File: src/rtl/ufd_defs.vh
// Register indices, field positions and reset values of the serial port
`ifndef UFD_DEFS_VH
`define UFD_DEFS_VH

//----------------------------------------------------------------------
// Register indices (address bits 5:2 within a channel)
//----------------------------------------------------------------------
`define UFD_R_LINE   4'h0
`define UFD_R_CTRL   4'h1
`define UFD_R_FCTRL  4'h2
`define UFD_R_MCTRL  4'h3
`define UFD_R_TRSTAT 4'h4
`define UFD_R_ESTAT  4'h5
`define UFD_R_FSTAT  4'h6
`define UFD_R_MSTAT  4'h7
`define UFD_R_TXD    4'h8
`define UFD_R_RXD    4'h9
`define UFD_R_DIV    4'hA
`define UFD_CH_NONE  2'h3

//----------------------------------------------------------------------
// Field positions
//----------------------------------------------------------------------
`define UFD_C_BRK    4
`define UFD_C_LOOP   5
`define UFD_C_EIE    6
`define UFD_C_CLKSEL 7
`define UFD_F_EN     0
`define UFD_F_RXRST  1
`define UFD_F_TXRST  2
`define UFD_M_RTS    0
`define UFD_M_AUTO   4

//----------------------------------------------------------------------
// Modes, timing and reset values
//----------------------------------------------------------------------
`define UFD_MODE_IRQ 2'h1
`define UFD_MODE_DMA 2'h2
`define UFD_OVS_LAST 4'hF
`define UFD_MID      4'h7
`define UFD_TO_WORDS 10'h003
`define UFD_RST_LINE 7'h00
`define UFD_RST_CTRL 8'h00
`define UFD_RST_FCTL 8'h00
`define UFD_RST_MCTL 5'h00
`define UFD_RST_DIV  16'h0000

`endif

File: src/rtl/ufd_uart.v
// Three-channel asynchronous serial port with FIFOs and flow control
// Overview of operation
// - Three independent channels, each using interrupt or DMA requests.
// - Each channel has its own 16-byte receive and transmit FIFO.
// - Frame: start, five to eight data, optional parity, one or two stops.
// - Break waits for current word, sends one low frame, then resumes.
// - Data flows FIFO to shifter to pin, and pin to shifter to FIFO.
// - Overrun flagged when a new character overwrites an unread one.
// - Frame error flagged when a stop bit is not high.
// - FIFO mode: three idle word times with data waiting give time-out.
// - Only channels 0 and 1 have handshake lines and automatic control.
// - Automatic control starts a character only while clear-to-send is active; a break frame starts here regardless of it.
// - Request-to-send on above two free bytes, off below one free byte.
// - Status shows overrun, frame error, data ready, tx empties.
// - Errors raise error request only when its enable is set.
// - FIFO mode: Rx request when occupancy reaches Rx trigger level.
// - Non-FIFO mode: each received character raises Rx request; here one that overruns an unread one raises none.
// - FIFO mode: Tx request when remaining count falls to trigger.
// - Non-FIFO mode: each holding-to-shifter move raises Tx request.
// - DMA mode issues a DMA request instead of Rx or Tx request.
// - FIFO mode: error request on frame error or full-FIFO overrun.
// - Non-FIFO mode: all errors, simultaneous ones give one request.
// - Error shown when faulty character reaches read position.
// - Bit clock is source divided by divisor plus one, then by 16.
// - Word length 00..11 selects five to eight data bits.
// - Loopback routes the transmit output into the own receiver.
//
// Design decisions made here: the placing of the registers and the plain strobed port.
`timescale 1ns/10ps
`include "ufd_defs.vh"

module ufd_uart #(
  parameter DEPTH = 16,
  parameter PW    = 4
) (
  // Clock and reset
  input  wire        clk,
  input  wire        sys_rst,
  // Register port
  input  wire [7:0]  reg_addr,
  input  wire [31:0] reg_wdata,
  input  wire        reg_wr,
  input  wire        reg_rd,
  output reg  [31:0] reg_rdata_q,
  // Serial lines
  input  wire        external_serial_clock,
  input  wire [2:0]  serial_rx_pin,
  output wire [2:0]  serial_tx_pin,
  input  wire [1:0]  clear_to_send_in_n,
  output wire [1:0]  request_to_send_out_n,
  // Requests per channel
  output wire [2:0]  rx_irq,
  output wire [2:0]  tx_irq,
  output wire [2:0]  err_irq,
  output wire [2:0]  channel_dma_request
);

  localparam [PW:0]   FULL   = DEPTH;
  localparam [PW:0]   RTS_ON = DEPTH - 2;
  localparam [PW:0]   ONE    = 1;
  localparam [PW:0]   ZERO   = 0;
  localparam [PW-1:0] PONE   = 1;

  //--------------------------------------------------------------------
  // Frame helpers
  //--------------------------------------------------------------------
  function [3:0] flen;
    input [6:0] lc;
    begin
      flen = 4'h7 + {2'h0, lc[1:0]} + {3'h0, lc[5]} + {3'h0, lc[2]};
    end
  endfunction

  function [7:0] dmask;
    input [1:0] wl;
    begin
      dmask = 8'hFF >> (2'h3 - wl);
    end
  endfunction

  function [11:0] txframe;
    input [7:0] d;
    input [6:0] lc;
    integer   i;
    reg [3:0] dl;
    reg       p;
    begin
      dl = 4'h5 + {2'h0, lc[1:0]};
      txframe = 12'hFFE;
      p = ^(d & dmask(lc[1:0]));
      for (i = 0; i < 8; i = i + 1) begin
        if (i < dl)
          txframe[i + 1] = d[i];
      end
      if (lc[5])
        txframe[dl + 4'h1] = lc[4] ? ~lc[3] : (p ^ ~lc[3]);
    end
  endfunction

  //--------------------------------------------------------------------
  // External clock edge
  //--------------------------------------------------------------------
  reg  es1_q;
  reg  es2_q;
  reg  es3_q;
  wire ext_tick = es2_q & ~es3_q;

  always @(posedge clk) begin
    if (sys_rst) begin
      es1_q <= 1'b0;
      es2_q <= 1'b0;
      es3_q <= 1'b0;
    end else begin
      es1_q <= external_serial_clock;
      es2_q <= es1_q;
      es3_q <= es2_q;
    end
  end

  wire [95:0] rd_all;
  wire [2:0]  cts_n_all = {1'b1, clear_to_send_in_n};
  wire [2:0]  rts_n_all;
  assign request_to_send_out_n = rts_n_all[1:0];

  //--------------------------------------------------------------------
  // Channels
  //--------------------------------------------------------------------
  genvar c;
  generate
    for (c = 0; c < 3; c = c + 1) begin : g_ch
      reg  [6:0]    lcon_q;
      reg  [7:0]    ucon_q;
      reg  [7:0]    fcon_q;
      reg  [4:0]    mcon_q;
      reg  [15:0]   div_q;
      reg  [15:0]   dcnt_q;
      reg  [7:0]    tmem [0:DEPTH-1];
      reg  [PW-1:0] twp_q;
      reg  [PW-1:0] trp_q;
      reg  [PW:0]   tcnt_q;
      reg           tbusy_q;
      reg           tbrk_q;
      reg  [11:0]   tsh_q;
      reg  [3:0]    tbit_q;
      reg  [3:0]    ttk_q;
      reg           txo_q;
      reg  [7:0]    rmem [0:DEPTH-1];
      reg  [DEPTH-1:0] rfe_q;
      reg  [DEPTH-1:0] rov_q;
      reg  [PW-1:0] rwp_q;
      reg  [PW-1:0] rrp_q;
      reg  [PW:0]   rcnt_q;
      reg           ract_q;
      reg           rarm_q;
      reg           rdone_q;
      reg  [11:0]   rsh_q;
      reg  [3:0]    rbit_q;
      reg  [3:0]    rtk_q;
      reg  [1:0]    estat_q;
      reg  [1:0]    rep_q;
      reg  [9:0]    tocnt_q;
      reg           tofired_q;
      reg           rts_n_q;
      reg           rxi_q;
      reg           txi_q;
      reg           eri_q;
      reg           dma_q;
      reg  [31:0]   rdv;

      wire          sel   = (reg_addr[7:6] == c);
      wire [3:0]    idx   = reg_addr[5:2];
      wire          wr    = reg_wr & sel;
      wire          fen   = fcon_q[`UFD_F_EN];
      wire          ahs   = (c < 2) & mcon_q[`UFD_M_AUTO];
      wire          cts   = ~cts_n_all[c];
      wire [3:0]    len   = flen(lcon_q);
      wire          src   = ucon_q[`UFD_C_CLKSEL] ? ext_tick : 1'b1;
      wire          tick  = src & (dcnt_q == div_q);
      wire          fwr   = wr & (idx == `UFD_R_FCTRL);
      wire          rxrst = fwr & reg_wdata[`UFD_F_RXRST];
      wire          txrst = fwr & reg_wdata[`UFD_F_TXRST];
      // Non-FIFO mode behaves as a one-entry holding register
      wire          tfull = fen ? (tcnt_q == FULL) : |tcnt_q;
      wire          rfull = fen ? (rcnt_q == FULL) : |rcnt_q;
      wire          tpush = wr & (idx == `UFD_R_TXD) & ~tfull;
      wire          bstart = ~tbusy_q & ucon_q[`UFD_C_BRK];
      wire          tstart = ~tbusy_q & ~ucon_q[`UFD_C_BRK] & |tcnt_q
                             & (~ahs | cts);
      wire          rin   = ucon_q[`UFD_C_LOOP] ? txo_q
                            : serial_rx_pin[c];
      wire          rpop  = reg_rd & sel & (idx == `UFD_R_RXD) & |rcnt_q;
      wire          esrd  = reg_rd & sel & (idx == `UFD_R_ESTAT);
      wire          rpush = rdone_q & ~rfull;
      wire          rovr  = rdone_q & rfull;
      wire [PW-1:0] rlast = rwp_q - PONE;
      wire [7:0]    rdat  = rsh_q[8:1] & dmask(lcon_q[1:0]);
      wire          rbad  = ~rsh_q[len - 4'h1]
                            | (lcon_q[2] & ~rsh_q[len - 4'h2]);
      wire [1:0]    hd    = {rfe_q[rrp_q], rov_q[rrp_q]} & {2{|rcnt_q}};
      wire [1:0]    newe  = hd & ~rep_q;
      wire [PW:0]   rtrig = {{1'b0, fcon_q[5:4]} + 3'h1, 2'h0};
      wire [PW:0]   ttrig = {1'b0, fcon_q[7:6], 2'h0};
      wire [9:0]    tolim = `UFD_TO_WORDS * {2'h0, len, 4'h0};
      wire          toev  = fen & ~tofired_q & |rcnt_q
                            & (tocnt_q == tolim);
      wire          rxev  = (rpush & (~fen | (rcnt_q + ONE == rtrig)))
                            | toev;
      wire          txev  = tstart & (~fen | (tcnt_q - ONE == ttrig));

      //----------------------------------------------------------------
      // Channel state
      //----------------------------------------------------------------
      always @(posedge clk) begin
        if (sys_rst) begin
          lcon_q    <= `UFD_RST_LINE;
          ucon_q    <= `UFD_RST_CTRL;
          fcon_q    <= `UFD_RST_FCTL;
          mcon_q    <= `UFD_RST_MCTL;
          div_q     <= `UFD_RST_DIV;
          dcnt_q    <= 16'h0000;
          twp_q     <= {PW{1'b0}};
          trp_q     <= {PW{1'b0}};
          tcnt_q    <= ZERO;
          tbusy_q   <= 1'b0;
          tbrk_q    <= 1'b0;
          tsh_q     <= 12'hFFF;
          tbit_q    <= 4'h0;
          ttk_q     <= 4'h0;
          txo_q     <= 1'b1;
          rwp_q     <= {PW{1'b0}};
          rrp_q     <= {PW{1'b0}};
          rcnt_q    <= ZERO;
          rfe_q     <= {DEPTH{1'b0}};
          rov_q     <= {DEPTH{1'b0}};
          ract_q    <= 1'b0;
          rarm_q    <= 1'b0;
          rdone_q   <= 1'b0;
          rsh_q     <= 12'h000;
          rbit_q    <= 4'h0;
          rtk_q     <= 4'h0;
          estat_q   <= 2'h0;
          rep_q     <= 2'h0;
          tocnt_q   <= 10'h000;
          tofired_q <= 1'b0;
          rts_n_q   <= 1'b1;
          rxi_q     <= 1'b0;
          txi_q     <= 1'b0;
          eri_q     <= 1'b0;
          dma_q     <= 1'b0;
        end else begin
          if (src)
            dcnt_q <= (dcnt_q == div_q) ? 16'h0000 : dcnt_q + 16'h0001;
          // Transmit FIFO and shifter
          if (tpush) begin
            tmem[twp_q] <= reg_wdata[7:0];
            twp_q       <= twp_q + PONE;
          end
          if (tstart)
            trp_q <= trp_q + PONE;
          tcnt_q <= tcnt_q + (tpush ? ONE : ZERO) - (tstart ? ONE : ZERO);
          if (tstart | bstart) begin
            tbusy_q <= 1'b1;
            tbrk_q  <= bstart;
            tbit_q  <= 4'h0;
            ttk_q   <= 4'h0;
            tsh_q   <= bstart ? 12'h000 : txframe(tmem[trp_q], lcon_q);
          end else if (tick & tbusy_q) begin
            ttk_q <= ttk_q + 4'h1;
            if (ttk_q == `UFD_OVS_LAST) begin
              tsh_q  <= {1'b1, tsh_q[11:1]};
              tbit_q <= tbit_q + 4'h1;
              if (tbit_q == len - 4'h1) begin
                tbusy_q <= 1'b0;
                if (tbrk_q)
                  ucon_q[`UFD_C_BRK] <= 1'b0;
              end
            end
          end
          txo_q <= ~tbusy_q | tsh_q[0];
          if (txrst) begin
            twp_q  <= {PW{1'b0}};
            trp_q  <= {PW{1'b0}};
            tcnt_q <= ZERO;
          end
          // Receive shifter
          rdone_q <= 1'b0;
          if (tick) begin
            if (!ract_q) begin
              if (rin) begin
                rarm_q <= 1'b1;
              end else if (rarm_q) begin
                ract_q <= 1'b1;
                rarm_q <= 1'b0;
                rtk_q  <= 4'h0;
                rbit_q <= 4'h0;
              end
            end else begin
              rtk_q <= rtk_q + 4'h1;
              if (rtk_q == `UFD_MID) begin
                rsh_q[rbit_q] <= rin;
                rbit_q        <= rbit_q + 4'h1;
                if ((rbit_q == 4'h0) & rin) begin
                  ract_q <= 1'b0;
                end else if (rbit_q == len - 4'h1) begin
                  ract_q  <= 1'b0;
                  rdone_q <= 1'b1;
                end
              end
            end
          end
          // Receive FIFO with error bits
          if (rpush) begin
            rmem[rwp_q]  <= rdat;
            rfe_q[rwp_q] <= rbad;
            rov_q[rwp_q] <= 1'b0;
            rwp_q        <= rwp_q + PONE;
          end
          if (rovr) begin
            rmem[rlast]  <= rdat;
            rfe_q[rlast] <= rbad;
            rov_q[rlast] <= 1'b1;
          end
          if (rpop)
            rrp_q <= rrp_q + PONE;
          rcnt_q <= rcnt_q + (rpush ? ONE : ZERO) - (rpop ? ONE : ZERO);
          if (rxrst) begin
            rwp_q  <= {PW{1'b0}};
            rrp_q  <= {PW{1'b0}};
            rcnt_q <= ZERO;
          end
          // Error reporting at the read position
          rep_q   <= rpop ? 2'h0 : (rep_q | newe);
          eri_q   <= |newe & ucon_q[`UFD_C_EIE];
          estat_q <= esrd ? newe : (estat_q | newe);
          // Receive time-out
          if (rpush | rpop | ~fen | ~|rcnt_q) begin
            tocnt_q   <= 10'h000;
            tofired_q <= 1'b0;
          end else if (toev) begin
            tofired_q <= 1'b1;
          end else if (tick) begin
            tocnt_q <= tocnt_q + 10'h001;
          end
          // Request-to-send
          if (ahs) begin
            if (rcnt_q < RTS_ON)
              rts_n_q <= 1'b0;
            else if (rcnt_q == FULL)
              rts_n_q <= 1'b1;
          end else begin
            rts_n_q <= ~mcon_q[`UFD_M_RTS];
          end
          // Requests
          rxi_q <= rxev & (ucon_q[1:0] == `UFD_MODE_IRQ);
          txi_q <= txev & (ucon_q[3:2] == `UFD_MODE_IRQ);
          dma_q <= (rxev & (ucon_q[1:0] == `UFD_MODE_DMA))
                   | (txev & (ucon_q[3:2] == `UFD_MODE_DMA));
          // Register writes
          if (wr) begin
            case (idx)
              `UFD_R_LINE:  lcon_q <= reg_wdata[6:0];
              `UFD_R_CTRL:  ucon_q <= reg_wdata[7:0];
              `UFD_R_FCTRL: fcon_q <= {reg_wdata[7:3], 2'h0, reg_wdata[0]};
              `UFD_R_MCTRL: mcon_q <= reg_wdata[4:0];
              `UFD_R_DIV:   div_q  <= reg_wdata[15:0];
              default: ;
            endcase
          end
        end
      end

      //----------------------------------------------------------------
      // Read view
      //----------------------------------------------------------------
      always @* begin
        rdv = 32'h0000_0000;
        case (idx)
          `UFD_R_LINE:   rdv = {25'h000_0000, lcon_q};
          `UFD_R_CTRL:   rdv = {24'h00_0000, ucon_q};
          `UFD_R_FCTRL:  rdv = {24'h00_0000, fcon_q};
          `UFD_R_MCTRL:  rdv = {27'h000_0000, mcon_q};
          `UFD_R_TRSTAT: rdv = {29'h0000_0000, ~|tcnt_q & ~tbusy_q,
                                ~|tcnt_q, |rcnt_q};
          `UFD_R_ESTAT:  rdv = {30'h0000_0000, estat_q};
          `UFD_R_FSTAT:  rdv = {19'h0_0000, tcnt_q, 3'h0, rcnt_q};
          `UFD_R_MSTAT:  rdv = {31'h0000_0000, cts};
          `UFD_R_RXD:    rdv = {24'h00_0000, rmem[rrp_q]};
          `UFD_R_DIV:    rdv = {16'h0000, div_q};
          default:       rdv = 32'h0000_0000;
        endcase
      end

      assign rd_all[32*c +: 32]     = rdv;
      assign serial_tx_pin[c]       = txo_q;
      assign rts_n_all[c]           = rts_n_q;
      assign rx_irq[c]              = rxi_q;
      assign tx_irq[c]              = txi_q;
      assign err_irq[c]             = eri_q;
      assign channel_dma_request[c] = dma_q;
    end
  endgenerate

  //--------------------------------------------------------------------
  // Read data, one cycle after the strobe
  //--------------------------------------------------------------------
  always @(posedge clk) begin
    if (sys_rst)
      reg_rdata_q <= 32'h0000_0000;
    else if (reg_rd & (reg_addr[7:6] != `UFD_CH_NONE))
      reg_rdata_q <= rd_all[{reg_addr[7:6], 5'h00} +: 32];
    else
      reg_rdata_q <= 32'h0000_0000;
  end

endmodule // ufd_uart

File: config.mk
export PLATFORM = sky130hd
export DESIGN_NAME = ufd_uart
export DESIGN_NICKNAME = d
export VERILOG_FILES = /design/src/rtl/ufd_uart.v
export VERILOG_INCLUDE_DIRS = /design/src /design/src/rtl
export SDC_FILE = /design/constraint.sdc
export NUM_CORES = 2
export LEC_CHECK = 0
export ABC_AREA = 1
export BUFFER_PORTS_ARGS = -buffer_cell sky130_fd_sc_hd__buf_4
export CAP_MARGIN = 0
export CORE_ASPECT_RATIO = 0.6
export CORE_MARGIN = 10
export CORE_UTILIZATION = 40
export CTS_CLUSTER_DIAMETER = 60
export CTS_CLUSTER_SIZE = 8
export DETAILED_ROUTE_END_ITERATION = 12
export MAX_ROUTING_LAYER = met4
export PLACE_DENSITY = 0.65
export SLEW_MARGIN = 25
export SYNTH_ARGS = -nofsm -noshare
export SYNTH_HDL_FRONTEND = slang
export SYNTH_SLANG_ARGS = --single-unit
File: constraint.sdc
create_clock -name clk -period 9.9 [get_ports clk]
set_input_delay 2.97 -clock clk [delete_from_list [all_inputs] [get_ports clk]]
set_output_delay 2.97 -clock clk [all_outputs]
set_load 0.02 [all_outputs]
==> impl_metrics.json <==
{
  "status": "finished, final reports clean",
  "grt_pass1_vias": 46450,
  "drc": 0,
  "synth_most_common_cell": "nand2_1",
  "die_w_um": 531.2,
  "area_delta_synth_final_pct": 12.11,
  "cp_slowest_cell": "inv_1",
  "max_freq_mhz": 151.6,
  "wl_per_cell_um": 19.33,
  "critPathLaunch": "reg_addr[5]",
  "cts_buffers": 187,
  "cts_tree": "yes",
  "grt_pass1_wl_um": 274800,
  "r2r_setup_slack_ps": 5210,
  "pre_cts_ws_ps": 2650,
  "ys_seq_area_share_pct": 55.53,
  "cp_data_arrival_time_ps": 7320,
  "layout-drive-gt1-share_pct": 6.100,
  "synth_area_leaders": "edfxtp_1, dfxtp_1, nand2_1",
  "worst_ep_required_time_ps": 10620,
  "finalMaxSlewViolations": 0,
  "synth-simple-area-share_pct": 19.12,
  "multi_input_area_mm2": 0.02344,
  "dp_hpwl_um": 121500,
  "rsz0062_at_grt": "false",
  "dieArea_mm2": 0.1736,
  "period_minus_slack_ps": 6598,
  "clock_latency_ps": 820,
  "worstReg2RegEnd": "g_ch[0].rxi_q",
  "synthFlopType": "edfxtp_1",
  "post_cts_resized": 0,
  "ioPinCount": 99,
  "max_slew_margin_pct": 23.24,
  "path_depth": 17,
  "power.total_mw": 14.70,
  "syn-cell-area_mm2": 0.06273,
  "routed_wirelength_um": 180600,
  "overflow": 0,
  "synth_top_area_share_pct": 36.76,
  "ys_ff_latch": 1356,
  "worst-path-buf-inv": 6,
  "nNetsFinal": 7333,
  "synthMuxAreaShare_pct": 0.07978,
  "startpoint_type": "input port",
  "port_buffers": 64,
  "synth_compound_area_share_pct": 12.89,
  "critPathMaxStageDelay_ps": 860,
  "htreeDepth": 4,
  "crit_end": "g_ch[1].rcnt_q[4]",
  "skew_ps": 55.90,
  "postCtsSetupBuffers": 0,
  "nFillCells": 14780,
  "crit_type": "in2reg",
  "p_per_area_mw_per_mm2": 209.0,
  "maxCapViolCount": 0,
  "synth_xor_area_share_pct": 1.719,
  "synthDistinctLibCells": 69,
  "reg2reg_depth": 14,
  "critPathTopFamily": "simple AND/OR/NAND/NOR gates",
  "cpMostUsedCell": "inv_1",
  "antenna_left": 0,
  "timing.final.crit_share_pct": 66.65,
  "routed_via_density": 5.354,
  "grtUsageTotal_pct": 20.56,
  "ir_drop_mv": 0.1777,
  "route.vias.total": 50020,
  "firstDrtPassIters": 6,
  "synth_top_family_by_area": "simple AND/OR/NAND/NOR gates",
  "path_cells": "buf_4, inv_1, nor2_1, nand2_1, inv_1, nand3_1, ha_1, ha_1, inv_1, fa_1, inv_1, a21oi_1, nor2_1, nor2_1, xnor2_1, inv_1, nor2_1",
  "async_flop_share_pct": 0,
  "grt_max_degree": 131,
  "initial_core_util_pct": 40.29,
  "gp_congestion": 0.9907,
  "fin_ws_ps": 3302,
  "setup_viol": 0,
  "hold_class": "reg2reg",
  "die_y_um": 326.7,
  "power_leakage_nw": 26.79,
  "num_rows": 112,
  "synth_common_cells": "nand2_1, nor2_1, inv_1, edfxtp_1, o21ai_0",
  "finalHoldViolCount": 0,
  "synth_cells": 7095,
  "synth_fa_ha_area_share_pct": 3.451,
  "regArea_mm2": 0.03484,
  "clkSinkCount": 1356,
  "synth_warnings": 0,
  "rr_startpoint": "g_ch[0].lcon_q[5]",
  "drtIter0Drc": 5742,
  "synth_largest_area_cell": "edfxtp_1",
  "hold_buffers": 0,
  "core_area_mm2": 0.1557,
  "antenna_found_initial": 8,
  "worst_slew_pin_slew_ps": 1134,
  "crit_path_end_kind": "flop",
  "synth_edf_count": 768,
  "clk_pin_slew_ps": 50,
  "cp_max_fo": 12,
  "clock_path_buffers": 3,
  "syn_area_per_cell_um2": 8.841,
  "setup_tns_ps": 0,
  "cts_root_buf": "clkbuf_16"
}
flip-flops by register name, indices dropped and copies added, names as in the netlist, 24 cells and up, named ones only:
name / flops
g_ch.tocnt_q: 30
g_ch.dcnt_q: 48
g_ch.tsh_q: 36
g_ch.div_q: 48
g_ch.ucon_q: 24
g_ch.rsh_q: 36
g_ch.rmem: 384
g_ch.rfe_q: 48
g_ch.tmem: 384
g_ch.rov_q: 48
cell type report:
class | instances | share of cell area, %
sequential | 1356 | 49.54
multi-input combinational | 4639 | 33.32
clock buffer | 285 | 7.236
inverter | 820 | 4.396
tap | 2109 | 3.752
timing repair buffer | 115 | 1.233
clock inverter | 14 | 0.4999
antenna | 5 | 0.01779
routing by layer:
metal	global-route usage, %	part of all wire [%]	vias to the layer above
met3	4.836	10	314
met4	5.254	2.2	0
met1	30.51	47	23750
met5	-	0	-
li1	-	-	23830
met2	27.83	41	2121
worst min-delay path by stage:
stage	from	endpoint	slack [ps]	cells past startpoint
6_report	es1_q	es2_q	410	2
5_1_grt	es1_q	es2_q	440	2
4_1_cts	g_ch[2].tsh_q[0]	g_ch[2].txo_q	420	2
3_5_place_dp	g_ch[0].tsh_q[0]	g_ch[0].txo_q	420	2
3_3_place_gp	g_ch[2].tsh_q[0]	g_ch[2].txo_q	420	2
2_1_floorplan	es1_q	es2_q	390	2
metrics by stage:
step | std cells | utilization, % | hold WS [ps] | instance area [µm²]
after floorplan | 7110 | - | 388.3 | 62790
after global placement | 9039 | 41.66 | 417.4 | 64870
after detailed placement | 9039 | 41.67 | 424.8 | 64870
after CTS | 9338 | 45.16 | 422.9 | 70310
after global routing | 9342 | 45.17 | 441.6 | 70320
final | 9343 | 45.17 | 410.2 | 70330
cell families (layout without fill, tap and decap cells):
group,after synthesis,count (layout)
buf+inv,1115,1234
other cells,1,21
fa+ha+maj,164,164
mux,5,5
simple gates,2886,2886
flops,1356,1356
xor+xnor,121,121
compound gates,1447,1447
layout by cell type (no fill, tap or decap), drive strengths merged, types with 8 or more instances in the layout:
cell and n:
clkbuf 285, conb 16, or2 29, nor3 72, a21oi 495, o211ai 33
nand4 46, a2111oi 11, nor2 805, xnor2 60, nand2 1450, clkinv 26
fa 15, o22ai 80, o21a 8, o221ai 57, dfxtp 588, o2111ai 9
o21ai 661, a221oi 15, inv 808, buf 115, nor4 21, nor3b 23
nand3 433, xor2 61, edfxtp 768, a211oi 32, ha 149, o21bai 13
worst min-delay path, stage by stage (launching register included):
cell and delay, ps:
dfxtp_1 290, inv_1 50, nor2_1 30
power breakdown:
part | switching (mW) | total, mW | internal (mW)
Sequential | 0.108 | 6.17 | 6.06
Combinational | 1.78 | 2.51 | 0.738
Clock | 2.50 | 6.02 | 3.52
Total | 4.38 | 14.7 | 10.3
(Power assumes the default switching activity.)
